[config.mk]
export PLATFORM = sky130hd
export DESIGN_NAME = cdg_clock_domains
export DESIGN_NICKNAME = d
export VERILOG_FILES = /design/src/include/cdg_pkg.sv /design/src/rtl/cdg_clock_domains.sv
export SDC_FILE = /design/constraint.sdc
export NUM_CORES = 1
export LEC_CHECK = 0
export ABC_AREA = 0
export BUFFER_PORTS_ARGS = -buffer_cell sky130_fd_sc_hd__buf_2
export CORE_UTILIZATION = 49
export CTS_BUF_LIST = sky130_fd_sc_hd__clkbuf_16
export CTS_CLUSTER_SIZE = 14
export DETAILED_ROUTE_END_ITERATION = 10
export GPL_TIMING_DRIVEN = 0
export MAX_ROUTING_LAYER = met4
export PLACE_DENSITY = 0.72
export SKIP_CTS_REPAIR_TIMING = 1
export SYNTH_ARGS = -nofsm -noshare
export SYNTH_HDL_FRONTEND = slang
export SYNTH_SLANG_ARGS = --single-unit
export TNS_END_PERCENT = 1
[constraint.sdc]
create_clock -name pclk -period 2.1 [get_ports pclk]
set_input_delay 0.105 -clock pclk [delete_from_list [all_inputs] [get_ports pclk]]
set_output_delay 0.105 -clock pclk [all_outputs]
set_load 0.005 [all_outputs]
[src/include/cdg_pkg.sv]
// Notes on behaviour
// After reset main domains use oscillator; async and timer use peripheral clock one.
// Disable bit 1 gates the bus clock off.
// Processor clock equals bus clock in phase; disable bit 0 gates it.
// During self-test the processor clock divides by 1 to 8 from divider field.
// Delayed processor clock lags two cycles, gated and divided with processor clock.
// Peripheral clock one is bus clock over 1, 2 or 16; disable bit 2.
// Encoder copy of peripheral clock one is gated by disable bit 9.
// Software keeps peripheral clock two an integer multiple of clock one.
// Peripheral clock two is gated by disable bit 3.
// Async peripheral clock has its own select, up to bus rate, bit 4.
// Software keeps a foreign timer source at most a third of clock one.
// Disable bit 6 gates the OS-timer clock off.
// Clock-test mode routes chosen clocks or status to two output pins.
// Test field bits 3:0 choose the external clock pin signal.
// Test field bits 11:8 choose the timer pin two signal.
// Source numbers: 0 oscillator, 1 PLL, 3 external, 4 low ref, 5 high ref.
// Gating, source and divider changes never shorten a domain clock pulse.
// A set disable bit holds its domain clock low until cleared.
package cdg_pkg;
    // ********************************
    // Register map
    // ********************************
    localparam logic [31:0] MAIN_SEL_ADDR = 32'hffffe100;
    localparam logic [31:0] ASYNC_SEL_ADDR = 32'hffffe104;
    localparam logic [31:0] SELFTEST_DIV_ADDR = 32'hffffe108;
    localparam logic [31:0] TIMER_SEL_ADDR = 32'hffffe10c;
    localparam logic [31:0] DOMAIN_DIS_ADDR = 32'hffffe110;
    localparam logic [31:0] PERIPH_DIV_ADDR = 32'hffffe114;
    localparam logic [31:0] CLOCK_TEST_ADDR = 32'hffffe118;
    localparam logic [31:0] STATUS_ADDR = 32'hffffe11c;

    // ********************************
    // Source codes and reset values
    // ********************************
    localparam logic [2:0] SRC_OSC = 3'h0;
    localparam logic [2:0] SRC_PLL = 3'h1;
    localparam logic [2:0] SRC_EXT = 3'h3;
    localparam logic [2:0] SRC_LF = 3'h4;
    localparam logic [2:0] SRC_HF = 3'h5;
    localparam logic [2:0] SRC_PCLK1 = 3'h6;
    localparam logic [2:0] MAIN_SEL_RST = SRC_OSC;
    localparam logic [2:0] SUB_SEL_RST = SRC_PCLK1;
    localparam logic [31:0] DOMAIN_DIS_RST = 32'h00000000;

    // ********************************
    // Field positions
    // ********************************
    localparam int TIMER_DIV_LSB = 8;
    localparam int PDIV_TWO_LSB = 8;
    localparam int TEST_PIN2_LSB = 8;
    localparam int TEST_EN_BIT = 24;

    // Domain order: bus, cpu, periph one, encoder, periph two, async, timer
    localparam int NUM_DOM = 7;
    localparam int D_BUS = 0;
    localparam int D_CPU = 1;
    localparam int D_P1 = 2;
    localparam int D_QEP = 3;
    localparam int D_P2 = 4;
    localparam int D_ASY = 5;
    localparam int D_TIM = 6;
    localparam logic [4:0] DIS_BIT [NUM_DOM] = '{5'h1, 5'h0, 5'h2, 5'h9, 5'h3, 5'h4, 5'h6};

    // Divider counts
    localparam logic [3:0] LIM_DIV1 = 4'h0;
    localparam logic [3:0] LIM_DIV2 = 4'h1;
    localparam logic [3:0] LIM_DIV16 = 4'hf;
    localparam int DELAY_STAGES = 2;

    typedef struct packed {
        logic pump;
        logic hf;
        logic lf;
        logic ext;
        logic pll;
        logic osc;
    } cdg_src_s;

    typedef struct packed {
        logic hf_valid;
        logic pll_valid;
        logic osc_valid;
    } cdg_valid_s;
endpackage

[src/rtl/cdg_clock_domains.sv]
`timescale 1ns/1ps
module cdg_clock_domains (
    input wire logic pclk,
    input wire logic presetn,
    input wire logic clk_en,
    input wire logic psel,
    input wire logic penable,
    input wire logic pwrite,
    input wire logic [31:0] paddr,
    input wire logic [31:0] pwdata,
    output logic [31:0] prdata,
    output logic pready,
    output logic pslverr,
    input wire cdg_pkg::cdg_src_s src_in,
    input wire cdg_pkg::cdg_valid_s valid_in,
    input wire logic logic_self_test,
    output logic bus_clock,
    output logic cpu_core_clock,
    output logic delayed_core_clock,
    output logic peripheral_clock_one,
    output logic encoder_clock,
    output logic peripheral_clock_two,
    output logic async_peripheral_clock,
    output logic os_timer_clock,
    output logic external_clock_output_pin,
    output logic timer_output_pin_two
);
    // ********************************
    // Input synchronisers
    // ********************************
    // Sources are sampled, so each must stay below half of pclk
    logic [8:0] sync1_r;
    logic [8:0] sync2_r;
    cdg_pkg::cdg_src_s src;
    cdg_pkg::cdg_valid_s vld;

    always_ff @(posedge pclk or negedge presetn) begin
        if (!presetn) begin
            sync1_r <= 9'h000;
            sync2_r <= 9'h000;
        end else if (clk_en) begin
            sync1_r <= {valid_in, src_in};
            sync2_r <= sync1_r;
        end
    end
    assign src = sync2_r[5:0];
    assign vld = sync2_r[8:6];

    // ********************************
    // Registers
    // ********************************
    logic [2:0] main_sel_r;
    logic [2:0] async_sel_r;
    logic [2:0] timer_sel_r;
    logic [1:0] timer_div_r;
    logic [2:0] selftest_div_r;
    logic [31:0] dis_r;
    logic [1:0] pdiv_one_r;
    logic [1:0] pdiv_two_r;
    logic [3:0] test_external_clock_output_pin_r;
    logic [3:0] test_pin2_r;
    logic test_en_r;
    localparam int NUM_DOM_L = cdg_pkg::NUM_DOM;
    logic [NUM_DOM_L-1:0] gate_r;
    logic [NUM_DOM_L-1:0] dom_r;

    logic acc;
    logic hit;
    assign acc = psel && penable;
    assign pready = 1'b1;

    always_comb begin
        hit = 1'b1;
        prdata = 32'h00000000;
        case (paddr)
            cdg_pkg::MAIN_SEL_ADDR: prdata = {29'h0, main_sel_r};
            cdg_pkg::ASYNC_SEL_ADDR: prdata = {29'h0, async_sel_r};
            cdg_pkg::SELFTEST_DIV_ADDR: prdata = {29'h0, selftest_div_r};
            cdg_pkg::TIMER_SEL_ADDR: prdata = {22'h0, timer_div_r, 5'h0, timer_sel_r};
            cdg_pkg::DOMAIN_DIS_ADDR: prdata = dis_r;
            cdg_pkg::PERIPH_DIV_ADDR: prdata = {22'h0, pdiv_two_r, 6'h0, pdiv_one_r};
            cdg_pkg::CLOCK_TEST_ADDR: prdata = {7'h0, test_en_r, 12'h0, test_pin2_r,
                                                4'h0, test_external_clock_output_pin_r};
            cdg_pkg::STATUS_ADDR: prdata = {17'h0, gate_r, 1'b0, dom_r};
            default: hit = 1'b0;
        endcase
    end
    assign pslverr = acc && (!hit || (pwrite && paddr == cdg_pkg::STATUS_ADDR));

    logic wr;
    assign wr = acc && pwrite && clk_en;

    always_ff @(posedge pclk or negedge presetn) begin
        if (!presetn) begin
            main_sel_r <= cdg_pkg::MAIN_SEL_RST;
            async_sel_r <= cdg_pkg::SUB_SEL_RST;
            timer_sel_r <= cdg_pkg::SUB_SEL_RST;
            timer_div_r <= 2'h0;
            selftest_div_r <= 3'h0;
            dis_r <= cdg_pkg::DOMAIN_DIS_RST;
            pdiv_one_r <= 2'h0;
            pdiv_two_r <= 2'h0;
            test_external_clock_output_pin_r <= 4'h0;
            test_pin2_r <= 4'h0;
            test_en_r <= 1'b0;
        end else if (wr) begin
            case (paddr)
                cdg_pkg::MAIN_SEL_ADDR: main_sel_r <= pwdata[2:0];
                cdg_pkg::ASYNC_SEL_ADDR: async_sel_r <= pwdata[2:0];
                cdg_pkg::SELFTEST_DIV_ADDR: selftest_div_r <= pwdata[2:0];
                cdg_pkg::TIMER_SEL_ADDR: begin
                    timer_sel_r <= pwdata[2:0];
                    timer_div_r <= pwdata[cdg_pkg::TIMER_DIV_LSB +: 2];
                end
                cdg_pkg::DOMAIN_DIS_ADDR: dis_r <= pwdata;
                cdg_pkg::PERIPH_DIV_ADDR: begin
                    pdiv_one_r <= pwdata[1:0];
                    pdiv_two_r <= pwdata[cdg_pkg::PDIV_TWO_LSB +: 2];
                end
                cdg_pkg::CLOCK_TEST_ADDR: begin
                    test_external_clock_output_pin_r <= pwdata[3:0];
                    test_pin2_r <= pwdata[cdg_pkg::TEST_PIN2_LSB +: 4];
                    test_en_r <= pwdata[cdg_pkg::TEST_EN_BIT];
                end
                default: ;
            endcase
        end
    end

    // ********************************
    // Source selection
    // ********************************
    // Reserved codes fall back to the oscillator so a domain never stops dead
    function automatic logic pick(input logic [2:0] code, input cdg_pkg::cdg_src_s s,
                                  input logic p1);
        case (code)
            cdg_pkg::SRC_PLL: pick = s.pll;
            cdg_pkg::SRC_EXT: pick = s.ext;
            cdg_pkg::SRC_LF: pick = s.lf;
            cdg_pkg::SRC_HF: pick = s.hf;
            cdg_pkg::SRC_PCLK1: pick = p1;
            default: pick = s.osc;
        endcase
    endfunction

    logic [2:0] req_sel [3];
    logic [2:0] act_r [3];
    logic [2:0] sel_lvl;
    assign req_sel[0] = main_sel_r;
    assign req_sel[1] = async_sel_r;
    assign req_sel[2] = timer_sel_r;

    genvar k;
    generate
        for (k = 0; k < 3; k++) begin : g_sel
            // Main domain cannot pick peripheral clock one, which it feeds
            logic [2:0] req;
            assign req = (k == 0 && req_sel[k] == cdg_pkg::SRC_PCLK1) ?
                         cdg_pkg::SRC_OSC : req_sel[k];
            assign sel_lvl[k] = pick(act_r[k], src, dom_r[cdg_pkg::D_P1]);
            always_ff @(posedge pclk or negedge presetn) begin
                if (!presetn) begin
                    act_r[k] <= (k == 0) ? cdg_pkg::MAIN_SEL_RST : cdg_pkg::SUB_SEL_RST;
                end else if (clk_en) begin
                    // Switch only while old and new source are both low
                    if (!sel_lvl[k] && !pick(req, src, dom_r[cdg_pkg::D_P1])) begin
                        act_r[k] <= req;
                    end
                end
            end
        end
    endgenerate

    logic base_r;
    logic asy_r;
    logic tim_r;
    always_ff @(posedge pclk or negedge presetn) begin
        if (!presetn) begin
            base_r <= 1'b0;
            asy_r <= 1'b0;
            tim_r <= 1'b0;
        end else if (clk_en) begin
            base_r <= sel_lvl[0];
            asy_r <= sel_lvl[1];
            tim_r <= sel_lvl[2];
        end
    end

    // ********************************
    // Pulse-swallow dividers
    // ********************************
    // Divider 0 cpu, 1 periph one, 2 periph two, 3 timer
    function automatic logic [3:0] plim(input logic [1:0] f);
        case (f)
            2'h0: plim = cdg_pkg::LIM_DIV1;
            2'h1: plim = cdg_pkg::LIM_DIV2;
            default: plim = cdg_pkg::LIM_DIV16;
        endcase
    endfunction

    logic [3:0] lim [4];
    logic [3:0] div_in;
    logic [3:0] pass_r;
    logic [3:0] cnt_r [4];
    logic [3:0] prev_r;

    assign lim[0] = logic_self_test ? {1'b0, selftest_div_r} : cdg_pkg::LIM_DIV1;
    assign lim[1] = plim(pdiv_one_r);
    assign lim[2] = plim(pdiv_two_r);
    assign lim[3] = 4'((5'h01 << timer_div_r) - 5'h01);
    assign div_in = {tim_r, base_r, base_r, base_r};

    generate
        for (k = 0; k < 4; k++) begin : g_div
            // Decisions fall on the source falling edge, so a high phase is never cut
            always_ff @(posedge pclk or negedge presetn) begin
                if (!presetn) begin
                    cnt_r[k] <= 4'h0;
                    pass_r[k] <= 1'b1;
                    prev_r[k] <= 1'b0;
                end else if (clk_en) begin
                    prev_r[k] <= div_in[k];
                    if (prev_r[k] && !div_in[k]) begin
                        if (cnt_r[k] >= lim[k]) begin
                            cnt_r[k] <= 4'h0;
                            pass_r[k] <= 1'b1;
                        end else begin
                            cnt_r[k] <= cnt_r[k] + 4'h1;
                            pass_r[k] <= 1'b0;
                        end
                    end
                end
            end
        end
    endgenerate

    // ********************************
    // Domain gating
    // ********************************
    logic [NUM_DOM_L-1:0] raw;
    assign raw[cdg_pkg::D_BUS] = base_r;
    assign raw[cdg_pkg::D_CPU] = base_r & pass_r[0];
    assign raw[cdg_pkg::D_P1] = base_r & pass_r[1];
    assign raw[cdg_pkg::D_QEP] = base_r & pass_r[1];
    assign raw[cdg_pkg::D_P2] = base_r & pass_r[2];
    assign raw[cdg_pkg::D_ASY] = asy_r;
    assign raw[cdg_pkg::D_TIM] = tim_r & pass_r[3];

    generate
        for (k = 0; k < NUM_DOM_L; k++) begin : g_gate
            always_ff @(posedge pclk or negedge presetn) begin
                if (!presetn) begin
                    gate_r[k] <= 1'b1;
                    dom_r[k] <= 1'b0;
                end else if (clk_en) begin
                    // Gate moves only while the domain is low
                    if (!raw[k]) begin
                        gate_r[k] <= !dis_r[cdg_pkg::DIS_BIT[k]];
                    end
                    dom_r[k] <= raw[k] & gate_r[k];
                end
            end
        end
    endgenerate

    logic [cdg_pkg::DELAY_STAGES-1:0] dly_r;
    always_ff @(posedge pclk or negedge presetn) begin
        if (!presetn) begin
            dly_r <= '0;
        end else if (clk_en) begin
            dly_r <= {dly_r[cdg_pkg::DELAY_STAGES-2:0], dom_r[cdg_pkg::D_CPU]};
        end
    end

    assign bus_clock = dom_r[cdg_pkg::D_BUS];
    assign cpu_core_clock = dom_r[cdg_pkg::D_CPU];
    assign delayed_core_clock = dly_r[cdg_pkg::DELAY_STAGES-1];
    assign peripheral_clock_one = dom_r[cdg_pkg::D_P1];
    assign encoder_clock = dom_r[cdg_pkg::D_QEP];
    assign peripheral_clock_two = dom_r[cdg_pkg::D_P2];
    assign async_peripheral_clock = dom_r[cdg_pkg::D_ASY];
    assign os_timer_clock = dom_r[cdg_pkg::D_TIM];

    // ********************************
    // Clock test outputs
    // ********************************
    logic external_clock_output_pin_r;
    logic pin2_r;
    always_ff @(posedge pclk or negedge presetn) begin
        if (!presetn) begin
            external_clock_output_pin_r <= 1'b0;
            pin2_r <= 1'b0;
        end else if (clk_en) begin
            external_clock_output_pin_r <= 1'b0;
            pin2_r <= 1'b0;
            if (test_en_r) begin
                case (test_external_clock_output_pin_r)
                    4'h0: external_clock_output_pin_r <= src.osc;
                    4'h1: external_clock_output_pin_r <= src.pll;
                    4'h4: external_clock_output_pin_r <= src.lf;
                    4'h5: external_clock_output_pin_r <= src.hf;
                    4'h8: external_clock_output_pin_r <= dom_r[cdg_pkg::D_CPU];
                    4'h9: external_clock_output_pin_r <= dom_r[cdg_pkg::D_TIM];
                    4'hb: external_clock_output_pin_r <= dom_r[cdg_pkg::D_ASY];
                    4'hf: external_clock_output_pin_r <= src.pump;
                    default: external_clock_output_pin_r <= 1'b0;
                endcase
                case (test_pin2_r)
                    4'h0: pin2_r <= vld.osc_valid;
                    4'h1: pin2_r <= vld.pll_valid;
                    4'h5: pin2_r <= vld.hf_valid;
                    4'h8: pin2_r <= src.lf;
                    4'h9, 4'ha, 4'hb, 4'hc, 4'hd, 4'he, 4'hf: pin2_r <= vld.osc_valid;
                    default: pin2_r <= 1'b0;
                endcase
            end
        end
    end
    assign external_clock_output_pin = external_clock_output_pin_r;
    assign timer_output_pin_two = pin2_r;

    // ********************************
    // Checks
    // ********************************
    AST_BUS_GATED: assert property (@(posedge pclk) disable iff (!presetn)
        clk_en && dis_r[1] && !base_r
        ##1 (clk_en && dis_r[1])[*2] |-> ##1 !bus_clock)
        else $error("bus clock runs while disabled");
    AST_CPU_GATED: assert property (@(posedge pclk) disable iff (!presetn)
        clk_en && dis_r[0] && !raw[cdg_pkg::D_CPU]
        ##1 (clk_en && dis_r[0])[*2] |-> ##1 !cpu_core_clock)
        else $error("cpu clock runs while disabled");
    AST_CPU_IN_PHASE: assert property (@(posedge pclk) disable iff (!presetn)
        clk_en && gate_r[cdg_pkg::D_BUS] |=> !cpu_core_clock || bus_clock)
        else $error("cpu clock high without bus clock");
    AST_DELAY_TWO: assert property (@(posedge pclk) disable iff (!presetn)
        clk_en[*3] |-> delayed_core_clock == $past(cpu_core_clock, 2))
        else $error("delayed clock not two cycles behind");
    AST_P1_GATED: assert property (@(posedge pclk) disable iff (!presetn)
        clk_en && dis_r[2] && !raw[cdg_pkg::D_P1]
        ##1 (clk_en && dis_r[2])[*2] |-> ##1 !peripheral_clock_one)
        else $error("peripheral clock one runs while disabled");
    AST_QEP_GATED: assert property (@(posedge pclk) disable iff (!presetn)
        clk_en && dis_r[9] && !raw[cdg_pkg::D_QEP]
        ##1 (clk_en && dis_r[9])[*2] |-> ##1 !encoder_clock)
        else $error("encoder clock runs while disabled");
    AST_P2_GATED: assert property (@(posedge pclk) disable iff (!presetn)
        clk_en && dis_r[3] && !raw[cdg_pkg::D_P2]
        ##1 (clk_en && dis_r[3])[*2] |-> ##1 !peripheral_clock_two)
        else $error("peripheral clock two runs while disabled");
    AST_ASY_GATED: assert property (@(posedge pclk) disable iff (!presetn)
        clk_en && dis_r[4] && !asy_r
        ##1 (clk_en && dis_r[4])[*2] |-> ##1 !async_peripheral_clock)
        else $error("async clock runs while disabled");
    AST_TIM_GATED: assert property (@(posedge pclk) disable iff (!presetn)
        clk_en && dis_r[6] && !raw[cdg_pkg::D_TIM]
        ##1 (clk_en && dis_r[6])[*2] |-> ##1 !os_timer_clock)
        else $error("timer clock runs while disabled");
    AST_NO_RUNT: assert property (@(posedge pclk) disable iff (!presetn)
        clk_en && bus_clock && base_r |=> !clk_en || cpu_core_clock == $past(cpu_core_clock))
        else $error("cpu clock pulse cut short");
    AST_TEST_OFF: assert property (@(posedge pclk) disable iff (!presetn)
        clk_en && !test_en_r |=> !external_clock_output_pin && !timer_output_pin_two)
        else $error("test pins driven outside test mode");
    AST_PIN2_VALID: assert property (@(posedge pclk) disable iff (!presetn)
        clk_en && test_en_r && test_pin2_r >= 4'h9 |=> timer_output_pin_two == $past(vld.osc_valid))
        else $error("pin two does not show oscillator valid");
endmodule

==> parameters.txt, run 1 <==
Parameter                              Value

Outcome
  Status    completed

Timing
  Shortest period the worst path allows    2.10 ns
  Slew at the pin closest to its max-slew limit    0.706 ns
  Fmax    0.477 GHz
  Final worst path period share    99.8%
  Setup-failing EPs final    0
  Relative max-transition margin    52.6%
  Layout Skew    0.00522 ns
  RSZ-0062 raised after global routing    yes
  Final hold viol count    0
  Number of pins with negative max-slew slack in the final report    0

Setup path
  Cell-by-cell listing of the critical path    buf_2 -> or4b_4 -> nor4_4 -> buf_4 -> nand3_1 -> nor2_4 -> a221o_1 -> buf_2
  Buf/Inv on CP    3
  Type of the worst setup path    in -> out
  Family of cells with the greatest summed delay on the critical path    simple AND/OR/NAND/NOR gates
  Data required time of the worst path    2.00 ns
  Reg-to-Reg Start    sync2_r[0]
  Worst reg2reg endpoint    act_r[3]
  Kind of launch point of the worst setup path    primary input
  R2R cell count    5
  Highest cell delay on the worst timing path    0.55 ns
  Most used cell along the critical path    sky130_fd_sc_hd__buf_2
  CP max FO    9
  Worst reg-to-reg setup slack    0.04 ns
  Worst endpoint data arrival time    1.99 ns
  Slowest CP cell    sky130_fd_sc_hd__or4b_4
  Critical Path Sink Type    primary output

Final layout
  Post-route design area    8570 um^2
  Diodes inserted    0
  Final #Nets    861
  Share of layout cells above drive strength 1    38.9%
  Final standard cell count with taps included and fillers excluded    950
  Synth-to-Final Area Change    29.7%

Hold path
  Endpoint, Worst Hold    g_sel[2].req[0]
  Kind of path behind the tightest hold check    in -> reg
  Min-Delay Startpoint    pwdata[0]
  Number of cells traversed by the worst hold path    2

Drt
  Total Routed Length    17800 um
  DRT Pass-1 Iters    4
  Violation count after the first detailed-routing iteration    343
  Drt wl/cell    18.7 um
  Vias    5364
  Vias/cell    5.65
  Number of routed nets with antenna violations    0
  Remaining DRCs    0

Power
  Leakage power    4.08 nW
  Post-route total power    0.00691 W
  Power per unit of standard cell area    806 nW/um^2
  Worst vdd ir    503 uV

Floorplanning
  Die Span Y    118 um
  Floorplan Core Area    13200 um^2
  Horizontal extent of the die    118 um
  Boundary pin count    124
  Number of rows in the core area    42
  Die area    13900 um^2
  Initial cell density of the core    50.1%

Placed design
  GPL Wtd Cong    0.873
  Placed Cells    877
  Area post-placement    7470 um^2
  HPWL Detailed    12000 um
  Port bufs    122

Synthesis
  Gate Count Post-Synth    577
  Number of distinct library cells after synthesis    55
  Fraction of registers with async set or reset after synthesis    100%
  Number of enable flip-flop cells after synthesis    0
  Syn Std Cell Area    6610 um^2
  FF+latch count, synth    129
  Sequential element share of the synthesized area    49.2%
  Prevailing post-synth register cell    sky130_fd_sc_hd__dfrtp_1
  Synthesized area divided by synthesized cell count    11.4 um^2
  Yosys Warn Count    0

GRT
  Maximum number of pins on one net before global-route repair    96
  Total gr overflow    0
  Number of antenna violations at the first check in global routing    0
  Vias in the first global route    5417
  First-pass GRT wire length    27100 um
  Total global routing track utilization    26.2%

CTS
  Number of H-tree levels    4
  Clock tree root buffer cell    sky130_fd_sc_hd__clkbuf_16
  Clock slew seen by the registers of the worst setup and hold paths    0.06 ns
  Later-pin clock latency in the skew report    0.42 ns
  Sinks on Clock Net    129
  CTS tree    built
  Maximum buffer depth of the clock tree    2
  Number of buffers inserted during clock tree synthesis    17

Job
  Max_cap viols    0
-- per-layer routing --
layer	track usage, %	vias to the layer above	share of wire (%)
met5	-	-	0
li1	-	2469	-
met4	12.3	0	3.6
met1	30.7	2696	40
met3	5.33	49	4.4
met2	43.3	150	52
-- power breakdown --
group          switching [W]  leakage (nW)  internal [W]
clock                0.00107         0.300       0.00207
combinational       0.000434          2.11      0.000397
sequential          0.000215          1.67       0.00272
total                0.00172          4.08       0.00519
-- cells by family after synthesis --
group / synth area share (%)
other: 0.0568
adders and majority gates: 3.60
buffers and inverters: 2.59
AOI/OAI and AO/OA: 10.8
DFF: 49.2
and+or+nand+nor: 13.5
muxes: 20.2
-- flip-flops by register name (all words and copies together), names as in the netlist, 3 cells and up --
signal	count
main_sel_r	3
async_sel_r	3
cnt_r	16
gate_r	7
dis_r	32
sync1_r	9
test_external_clock_output_pin_r	4
g_sel.req	3
selftest_div_r	3
act_r	9
pass_r	4
sync2_r	9
test_pin2_r	4
-- worst max path at each step --
| stage | end | startpoint | cells past startpoint | slack (ns) |
|---|---|---|---|---|
| floorplan | g_sel[2].req[0] | paddr[0] | 5 | 0.05 |
| detailed placement | prdata[13] | paddr[0] | 8 | -0.45 |
| CTS | prdata[2] | paddr[9] | 7 | -0.46 |
| global route | prdata[11] | paddr[0] | 7 | -0.06 |
| global placement | sync1_r[3] | presetn | 1 | -0.71 |
| finish | prdata[11] | paddr[9] | 8 | 0.005 |
-- cells in the mapped netlist, drive strengths merged (2+ instances only) --
cell type    n  share of area [%]
nor3         4               0.30
a211oi       2               0.23
nand2b      17                1.6
nand2       54                3.1
nand4        7               0.66
o21a         5               0.57
mux2i       12                1.8
a22oi        2               0.23
nor2b        3               0.28
o221ai       2               0.27
inv         18                1.0
or4          2               0.23
nor3b        4               0.45
clkbuf      12               0.68
a21o         2               0.23
a221o        3               0.45
buf         12               0.89
mux2        90                 16
nand4b       2               0.27
nand3       11               0.91
and3         5               0.47
or2         11                1.0
nor4         4               0.61
o211ai       2               0.23
ha          19                3.6
o2bb2ai     12                1.6
and2        21                2.0
o21ai       39                3.0
nor2        16               0.91
dfstp       19                7.6
dfrtp      110                 42
a21oi       22                1.7
a22o         9                1.2
mux4         8                2.7
-- area by class of cell --
class,count,area [um^2]
Buffer,24,115
Fill cell,973,4620
Tap cell,176,220
Multi-Input combinational cell,407,3230
Sequential cell,129,3250
Timing Repair Buffer,165,1060
Inverter,18,67.6
Clock inverter,14,195
Clock buffer,17,425
-- cell usage in the layout, fill, tap and decap left out, types with 4 or more instances in the layout --
| master | n |
|---|---|
| sky130_fd_sc_hd__nand2b_1 | 17 |
| sky130_fd_sc_hd__dfrtp_1 | 109 |
| sky130_fd_sc_hd__nand2_1 | 54 |
| sky130_fd_sc_hd__ha_1 | 19 |
| sky130_fd_sc_hd__a22o_1 | 9 |
| sky130_fd_sc_hd__nand4_1 | 7 |
| sky130_fd_sc_hd__dfstp_2 | 19 |
| sky130_fd_sc_hd__and3_1 | 5 |
| sky130_fd_sc_hd__o2bb2ai_1 | 12 |
| sky130_fd_sc_hd__nor3b_1 | 4 |
| sky130_fd_sc_hd__o21ai_0 | 35 |
| sky130_fd_sc_hd__clkinv_1 | 5 |
| sky130_fd_sc_hd__buf_2 | 125 |
| sky130_fd_sc_hd__bufinv_16 | 5 |
| sky130_fd_sc_hd__mux2i_1 | 12 |
| sky130_fd_sc_hd__clkbuf_16 | 17 |
| sky130_fd_sc_hd__buf_4 | 6 |
| sky130_fd_sc_hd__buf_1 | 5 |
| sky130_fd_sc_hd__o21a_1 | 5 |
| sky130_fd_sc_hd__nor2_1 | 15 |
| sky130_fd_sc_hd__inv_1 | 18 |
| sky130_fd_sc_hd__dlygate4sd3_1 | 39 |
| sky130_fd_sc_hd__mux2_4 | 5 |
| sky130_fd_sc_hd__clkbuf_1 | 9 |
| sky130_fd_sc_hd__mux2_2 | 85 |
| sky130_fd_sc_hd__nand3_1 | 10 |
| sky130_fd_sc_hd__or2_2 | 11 |
| sky130_fd_sc_hd__and2_1 | 21 |
| sky130_fd_sc_hd__mux4_2 | 8 |
| sky130_fd_sc_hd__a21oi_1 | 22 |
-- worst register-to-register path, delay by kind of cell, from the launching register on --
kind            cells  cell delay [ns]
mux                 2             0.86
compound gates      2             0.44
buf+inv             1             0.26
flops               1             0.38
-- stage by stage --
step,hold WS (ns),worst slack [ns],setup TNS [ns],utilization (%)
6_report,0.0507,0.00457,0,64.9
5_1_grt,0.0542,-0.0615,-0.293,64.9
3_3_place_gp,0.338,-0.706,-98.79,56.4
4_1_cts,-0.427,-0.461,-10.85,61.4
3_5_place_dp,0.0260,-0.445,-24.62,56.7
2_1_floorplan,-0.191,0.0480,0,-
No activity file was read; power rests on OpenSTA's default activity.
==> run 2: changes to the inputs <==
CORE_MARGIN = 3   (was not set)
==> run 2 against run 1 <==
  * Final area decreased by 1.6%
  * Fmax increased by 4.4%
  * Die area increased by 6.9%
==> parameters.txt, run 2 (synthesized netlist as in run 1, its figures left out) <==
Parameter                              Value

Setup path
  Critical Path Sink Type    primary output (unchanged)
  Data required time of the worst path    2.00 ns (about the same)
  Crit. Startpoint    paddr[0] (was paddr[9])
  Cell-by-cell listing of the critical path    buf_2 -> or4_4 -> nor2_2 -> nand3_1 -> or2_2 -> a21oi_1 -> buf_2 (was buf_2 -> or4b_4 -> nor4_4 -> buf_4 -> nand3_1 -> nor2_4 -> a221o_1 -> buf_2)
  CP max FO    5 (was 9)
  Worst reg2reg endpoint    cnt_r[4] (was act_r[3])
  Kind of launch point of the worst setup path    primary input (unchanged)
  Crit path to    prdata[8] (was prdata[11])
  R2R cell count    6 (was 5)
  Worst reg-to-reg setup slack    0.11 ns (was 0.04 ns)
  Reg-to-Reg Start    base_r (was sync2_r[0])
  Highest cell delay on the worst timing path    0.59 ns (was 0.55 ns)
  Slowest CP cell    sky130_fd_sc_hd__or4_4 (was sky130_fd_sc_hd__or4b_4)
  Type of the worst setup path    in -> out (unchanged)
  Most used cell along the critical path    sky130_fd_sc_hd__buf_2 (unchanged)
  Worst endpoint data arrival time    1.90 ns (was 1.99 ns)

CTS
  Number of buffers inserted during clock tree synthesis    17 (unchanged)
  Sinks on Clock Net    129 (unchanged)
  Clock slew seen by the registers of the worst setup and hold paths    0.05 ns (was 0.06 ns)
  Later-pin clock latency in the skew report    0.42 ns (about the same)
  Number of H-tree levels    4 (unchanged)
  Maximum buffer depth of the clock tree    2 (unchanged)
  CTS tree    built (unchanged)
  Clock tree root buffer cell    sky130_fd_sc_hd__clkbuf_16 (unchanged)

Final layout
  Highest-count cells in the layout ignoring fill and taps    125 x sky130_fd_sc_hd__buf_2, 110 x sky130_fd_sc_hd__dfrtp_1, 85 x sky130_fd_sc_hd__mux2_2 (was 125 x sky130_fd_sc_hd__buf_2, 109 x sky130_fd_sc_hd__dfrtp_1, 85 x sky130_fd_sc_hd__mux2_2)
  Layout fillers    977 (was 973)
  Synth-to-Final Area Change    27.7% (was 29.7%)
  Most flop-heavy register    dis_r (unchanged)
  Share of layout cells above drive strength 1    38.4% (was 38.9%)
  Final #Nets    860 (was 861)
  Most frequent standard cell in the layout excluding fill and tap cells    sky130_fd_sc_hd__buf_2 (unchanged)
  Largest regs    dis_r: 32 flops, cnt_r: 16 flops (unchanged)
  Final standard cell count with taps included and fillers excluded    947 (was 950)
  Final core utilization    65.5% (was 64.9%)
  Flip-flop count of the largest register after layout    32 (unchanged)

Power
  Switch Pwr    0.00166 W (was 0.00172 W)
  Power per unit of standard cell area    739 nW/um^2 (was 806 nW/um^2)
  Relative contribution of the clock network to total power    39.5% (was 45.5%)
  Sw frac    26.7% (was 24.9%)
  Internal Dissipation    0.00457 W (was 0.00519 W)
  Part of the power in registers    47.1% (was 42.5%)
  Leakage power    4.04 nW (was 4.08 nW)
  Combinational power share    13.3% (was 12.0%)
  Worst vdd ir    521 uV (was 503 uV)

Placed design
  Port bufs    122 (unchanged)
  HPWL Detailed    12500 um (was 12000 um)
  Placed Cells    873 (was 877)
  GPL Wtd Cong    0.876 (was 0.873)
  Pre-CTS setup slack    -0.430 ns (was -0.445 ns)

Hold path
  Kind of path behind the tightest hold check    in -> reg (unchanged)
  Number of cells traversed by the worst hold path    2 (unchanged)

Drt
  Drt wl/cell    18.8 um (was 18.7 um)
  Vias    5331 (was 5364)
  Violation count after the first detailed-routing iteration    381 (was 343)
  Total Routed Length    17800 um (about the same)
  Number of routed nets with antenna violations    0 (unchanged)
  DRT Pass-1 Iters    5 (was 4)
  Remaining DRCs    0 (unchanged)
  Vias/cell    5.63 (was 5.65)

GRT
  Number of antenna violations at the first check in global routing    1 (was 0)
  Total gr overflow    0 (unchanged)
  Total global routing track utilization    24.2% (was 26.2%)
  First-pass GRT wire length    26700 um (was 27100 um)
  Vias in the first global route    5336 (was 5417)
  Maximum number of pins on one net before global-route repair    66 (was 96)

Timing
  Setup-failing EPs final    0 (unchanged)
  Shortest period the worst path allows    2.01 ns (was 2.10 ns)
  Final worst path period share    95.6% (was 99.8%)
  Fmax    0.498 GHz (was 0.477 GHz)
  Relative max-transition margin    49.1% (was 52.6%)
  RSZ-0062 raised after global routing    yes (unchanged)
  Final hold viol count    0 (unchanged)
  Post-route setup slack    0.0921 ns (was 0.00457 ns)
  Slew at the pin closest to its max-slew limit    0.758 ns (was 0.706 ns)
  Number of pins with negative max-slew slack in the final report    0 (unchanged)
  Worst hold slack    0.0468 ns (was 0.0507 ns)
  Layout Skew    0.00637 ns (was 0.00522 ns)

Floorplanning
  Initial cell density of the core    51.3% (was 50.1%)
  Die Span Y    122 um (was 118 um)
  Floorplan Core Area    12900 um^2 (was 13200 um^2)
  Die area    14900 um^2 (was 13900 um^2)
  Horizontal extent of the die    122 um (was 118 um)
  Boundary pin count    124 (unchanged)
  Number of rows in the core area    41 (was 42)

Job
  Max_cap viols    0 (unchanged)

Outcome
  Status    completed (unchanged)
==> run 2: through the flow <==
step           instance area, um^2  total power (W)  setup TNS (ns)
2_1_floorplan                 6610          0.00333               0
3_5_place_dp                  7470          0.00373          -25.90
3_3_place_gp                  7430          0.00367         -101.52
4_1_cts                       7960          0.00620          -10.78
5_1_grt                       8430          0.00651         -0.0282
6_report                      8430          0.00623               0
==> run 2: critical path: cells and delay by family <==
kind / cells / cell delay (ns)
AO/OA/AOI/OAI: 1 / 0.24
AND/OR/NAND/NOR: 4 / 1.30
buffers and inverters: 2 / 0.26
==> run 2: how the worst min path moves through the flow <==
stage	endpoint	slack, ns	start
after floorplan	act_r[0]	-0.19	presetn
after global placement	sync1_r[2]	0.34	src_in[2]
after detailed placement	act_r[7]	0.15	presetn
after CTS	act_r[7]	-0.30	presetn
after global routing	g_sel[2].req[2]	0.04	pwdata[2]
final	test_external_clock_output_pin_r[1]	0.05	pwdata[1]
==> run 2: cell type report <==
cell class / count / area (um^2) / share of cell area, %
sequential: 129 / 3250 / 38.6
multi-input combinational: 407 / 3240 / 38.4
timing repair buffer: 164 / 1050 / 12.4
clock buffer: 17 / 425 / 5.04
tap: 172 / 215 / 2.55
buffer: 24 / 116 / 1.38
inverter: 18 / 67.6 / 0.801
clock inverter: 15 / 66.3 / 0.786
antenna: 1 / 2.50 / 0.0297
==> run 2: routing by layer <==
metal	GRT usage, %	share of wire [%]	up-vias
li1	-	-	2468
met1	27.9	40	2647
met2	41.8	52	187
met3	5.76	6.1	29
met4	7.70	2.1	0
met5	-	0	-
==> run 2: power groups by stage <==
stage | clock network (W) | registers, W | logic, W
global route | 0.00261 | 0.00296 | 0.000934
detailed placement | 0 | 0.00297 | 0.000758
global placement | 0 | 0.00296 | 0.000710
floorplan | 0 | 0.00289 | 0.000447
CTS | 0.00250 | 0.00293 | 0.000763
finish | 0.00246 | 0.00294 | 0.000831
==> run 3: changes to the inputs <==
CORE_UTILIZATION = 55   (was 49)
PLACE_DENSITY = 0.79   (was 0.72)
==> run 3 against run 2 <==
  * Non-clock buffer count is 2 lower
  * Count of clock-buffer cells in the layout stayed put
  * Critical endpoint is now prdata[21]
  * Total power is 0.31% higher
  * Hold slack worse by 0.0061 ns
  * Combinational power is 0.5% lower
  * Largest power group unchanged
  * Routed wire length is 1.9% higher
==> parameters.txt, run 3 (synthesized netlist as in run 1, its figures left out) <==
Parameter                              Value

Final layout
  Most flop-heavy register    dis_r (unchanged)
  Synth-to-Final Area Change    27.1% (was 27.7%)
  Diodes inserted    0 (was 1)
  Final standard cell count with taps included and fillers excluded    914 (was 947)
  Most frequent standard cell in the layout excluding fill and tap cells    sky130_fd_sc_hd__buf_2 (unchanged)
  Layout fillers    807 (was 977)
  Share of layout cells above drive strength 1    39.0% (was 38.4%)
  Largest regs    dis_r: 32 flops, cnt_r: 16 flops (unchanged)
  Flip-flop count of the largest register after layout    32 (unchanged)
  Highest-count cells in the layout ignoring fill and taps    125 x sky130_fd_sc_hd__buf_2, 109 x sky130_fd_sc_hd__dfrtp_1, 85 x sky130_fd_sc_hd__mux2_2 (was 125 x sky130_fd_sc_hd__buf_2, 110 x sky130_fd_sc_hd__dfrtp_1, 85 x sky130_fd_sc_hd__mux2_2)
  Final #Nets    858 (was 860)

Drt
  Vias    5467 (was 5331)
  Drt wl/cell    19.8 um (was 18.8 um)
  DRT Pass-1 Iters    6 (was 5)
  Remaining DRCs    0 (unchanged)
  Vias/cell    5.98 (was 5.63)
  Total Routed Length    18100 um (was 17800 um)
  Number of routed nets with antenna violations    0 (unchanged)
  Violation count after the first detailed-routing iteration    429 (was 381)

Placed design
  HPWL Detailed    12400 um (was 12500 um)
  Port bufs    122 (unchanged)
  Placed Cells    844 (was 873)
  GPL Wtd Cong    0.868 (was 0.876)

Floorplanning
  Boundary pin count    124 (unchanged)
  Floorplan Core Area    11600 um^2 (was 12900 um^2)
  Horizontal extent of the die    116 um (was 122 um)
  Number of rows in the core area    39 (was 41)
  Die Span Y    116 um (was 122 um)
  Initial cell density of the core    57.1% (was 51.3%)
  Die area    13400 um^2 (was 14900 um^2)

Power
  Power per unit of standard cell area    745 nW/um^2 (was 739 nW/um^2)
  Worst vdd ir    612 uV (was 521 uV)
  Leakage power    4.02 nW (was 4.04 nW)
  Post-route total power    0.00625 W (was 0.00623 W)

CTS
  Sinks on Clock Net    129 (unchanged)
  Later-pin clock latency in the skew report    0.42 ns (about the same)
  CTS tree    built (unchanged)
  Clock slew seen by the registers of the worst setup and hold paths    0.06 ns (was 0.05 ns)
  Clock tree root buffer cell    sky130_fd_sc_hd__clkbuf_16 (unchanged)
  Number of buffers inserted during clock tree synthesis    17 (unchanged)
  Number of H-tree levels    4 (unchanged)
  Maximum buffer depth of the clock tree    2 (unchanged)

Hold path
  Number of cells traversed by the worst hold path    2 (unchanged)
  Kind of path behind the tightest hold check    in -> reg (unchanged)

Timing
  Final hold viol count    0 (unchanged)
  Final worst path period share    98.7% (was 95.6%)
  Shortest period the worst path allows    2.07 ns (was 2.01 ns)
  Fmax    0.482 GHz (was 0.498 GHz)
  Relative max-transition margin    47.9% (was 49.1%)
  RSZ-0062 raised after global routing    yes (unchanged)
  Slew at the pin closest to its max-slew limit    0.774 ns (was 0.758 ns)
  Sum of negative setup slack    0 ns (unchanged)
  Setup-failing EPs final    0 (unchanged)
  Layout Skew    0.00836 ns (was 0.00637 ns)
  Worst hold slack    0.0407 ns (was 0.0468 ns)
  Number of pins with negative max-slew slack in the final report    0 (unchanged)

Setup path
  Kind of launch point of the worst setup path    primary input (unchanged)
  Type of the worst setup path    in -> out (unchanged)
  Number of stages on the worst setup path    8 (was 7)
  R2R cell count    7 (was 6)
  Critical Path Sink Type    primary output (unchanged)
  Family of cells with the greatest summed delay on the critical path    simple AND/OR/NAND/NOR gates (unchanged)
  Cell-by-cell listing of the critical path    buf_2 -> or4_4 -> nor4_4 -> and3_1 -> clkbuf_4 -> clkbuf_4 -> and2_1 -> buf_2 (was buf_2 -> or4_4 -> nor2_2 -> nand3_1 -> or2_2 -> a21oi_1 -> buf_2)
  Worst endpoint data arrival time    1.97 ns (was 1.90 ns)
  Slowest CP cell    sky130_fd_sc_hd__or4_4 (unchanged)
  Buf/Inv on CP    4 (was 2)
  CP max FO    10 (was 5)
  Data required time of the worst path    2.00 ns (about the same)
  Highest cell delay on the worst timing path    0.58 ns (was 0.59 ns)

Job
  Max_cap viols    0 (unchanged)

GRT
  Number of antenna violations at the first check in global routing    0 (was 1)
  Total gr overflow    0 (unchanged)
  Maximum number of pins on one net before global-route repair    77 (was 66)
  First-pass GRT wire length    26600 um (was 26700 um)
  Vias in the first global route    5329 (was 5336)
  Total global routing track utilization    27.3% (was 24.2%)

Outcome
  Status    completed (unchanged)
-- run 3: through the flow --
step | worst slack [ns] | cell area [um^2] | util (%)
finish | 0.0264 | 8390 | 72.6
global route | -0.0532 | 8390 | 72.6
CTS | -0.449 | 7920 | 68.5
detailed placement | -0.457 | 7430 | 64.3
global placement | -0.692 | 7400 | 64.0
floorplan | 0.0480 | 6610 | -
-- run 3: worst paths after layout --
path,start,endpoint,slack [ns]
max,paddr[0],prdata[21],0.03
min reg2reg,dis_r[2],gate_r[2],0.46
min,pwdata[1],test_external_clock_output_pin_r[1],0.04
min in group asynchronous,presetn,act_r[7],0.21
max in group asynchronous,presetn,pass_r[2],1.12
max reg2reg,timer_div_r[1],cnt_r[0],0.10
-- run 3: area by class of cell --
cell class                 instances  area, um^2  share of cell area [%]
buffer                            23         114                    1.36
clock inverter                    14        63.8                   0.760
tap                              143         179                    2.13
clock buffer                      17         425                    5.07
inverter                          18        67.6                   0.805
timing repair buffer             163        1040                    12.4
sequential                       129        3250                    38.8
multi-input combinational        407        3250                    38.7
-- run 3: power breakdown --
| part | switching, W | leakage [nW] | internal (W) |
|---|---|---|---|
| registers | 0.000227 | 1.67 | 0.00272 |
| clock network | 0.00103 | 0.251 | 0.00145 |
| logic | 0.000423 | 2.10 | 0.000404 |
| total | 0.00168 | 4.02 | 0.00457 |
-- run 3: metal layers --
layer	GRT usage [%]	wire length (um)	up-vias	part of all wire, %
met5	-	0	-	0
met1	32.6	7120	2736	39
met3	7.15	1050	52	5.8
met4	11.1	601	0	3.3
li1	-	-	2457	-
met2	44.3	9350	222	52
-- run 3: worst reg2reg max path, stage by stage, from the launching register on --
cell and delay (ns):
sky130_fd_sc_hd__dfrtp_2 0.44, sky130_fd_sc_hd__or2_2 0.31, sky130_fd_sc_hd__ha_1 0.27, sky130_fd_sc_hd__nand2b_1 0.14
sky130_fd_sc_hd__a21oi_1 0.15, sky130_fd_sc_hd__o21ai_1 0.13, sky130_fd_sc_hd__or2_2 0.34, sky130_fd_sc_hd__o21ai_0 0.15
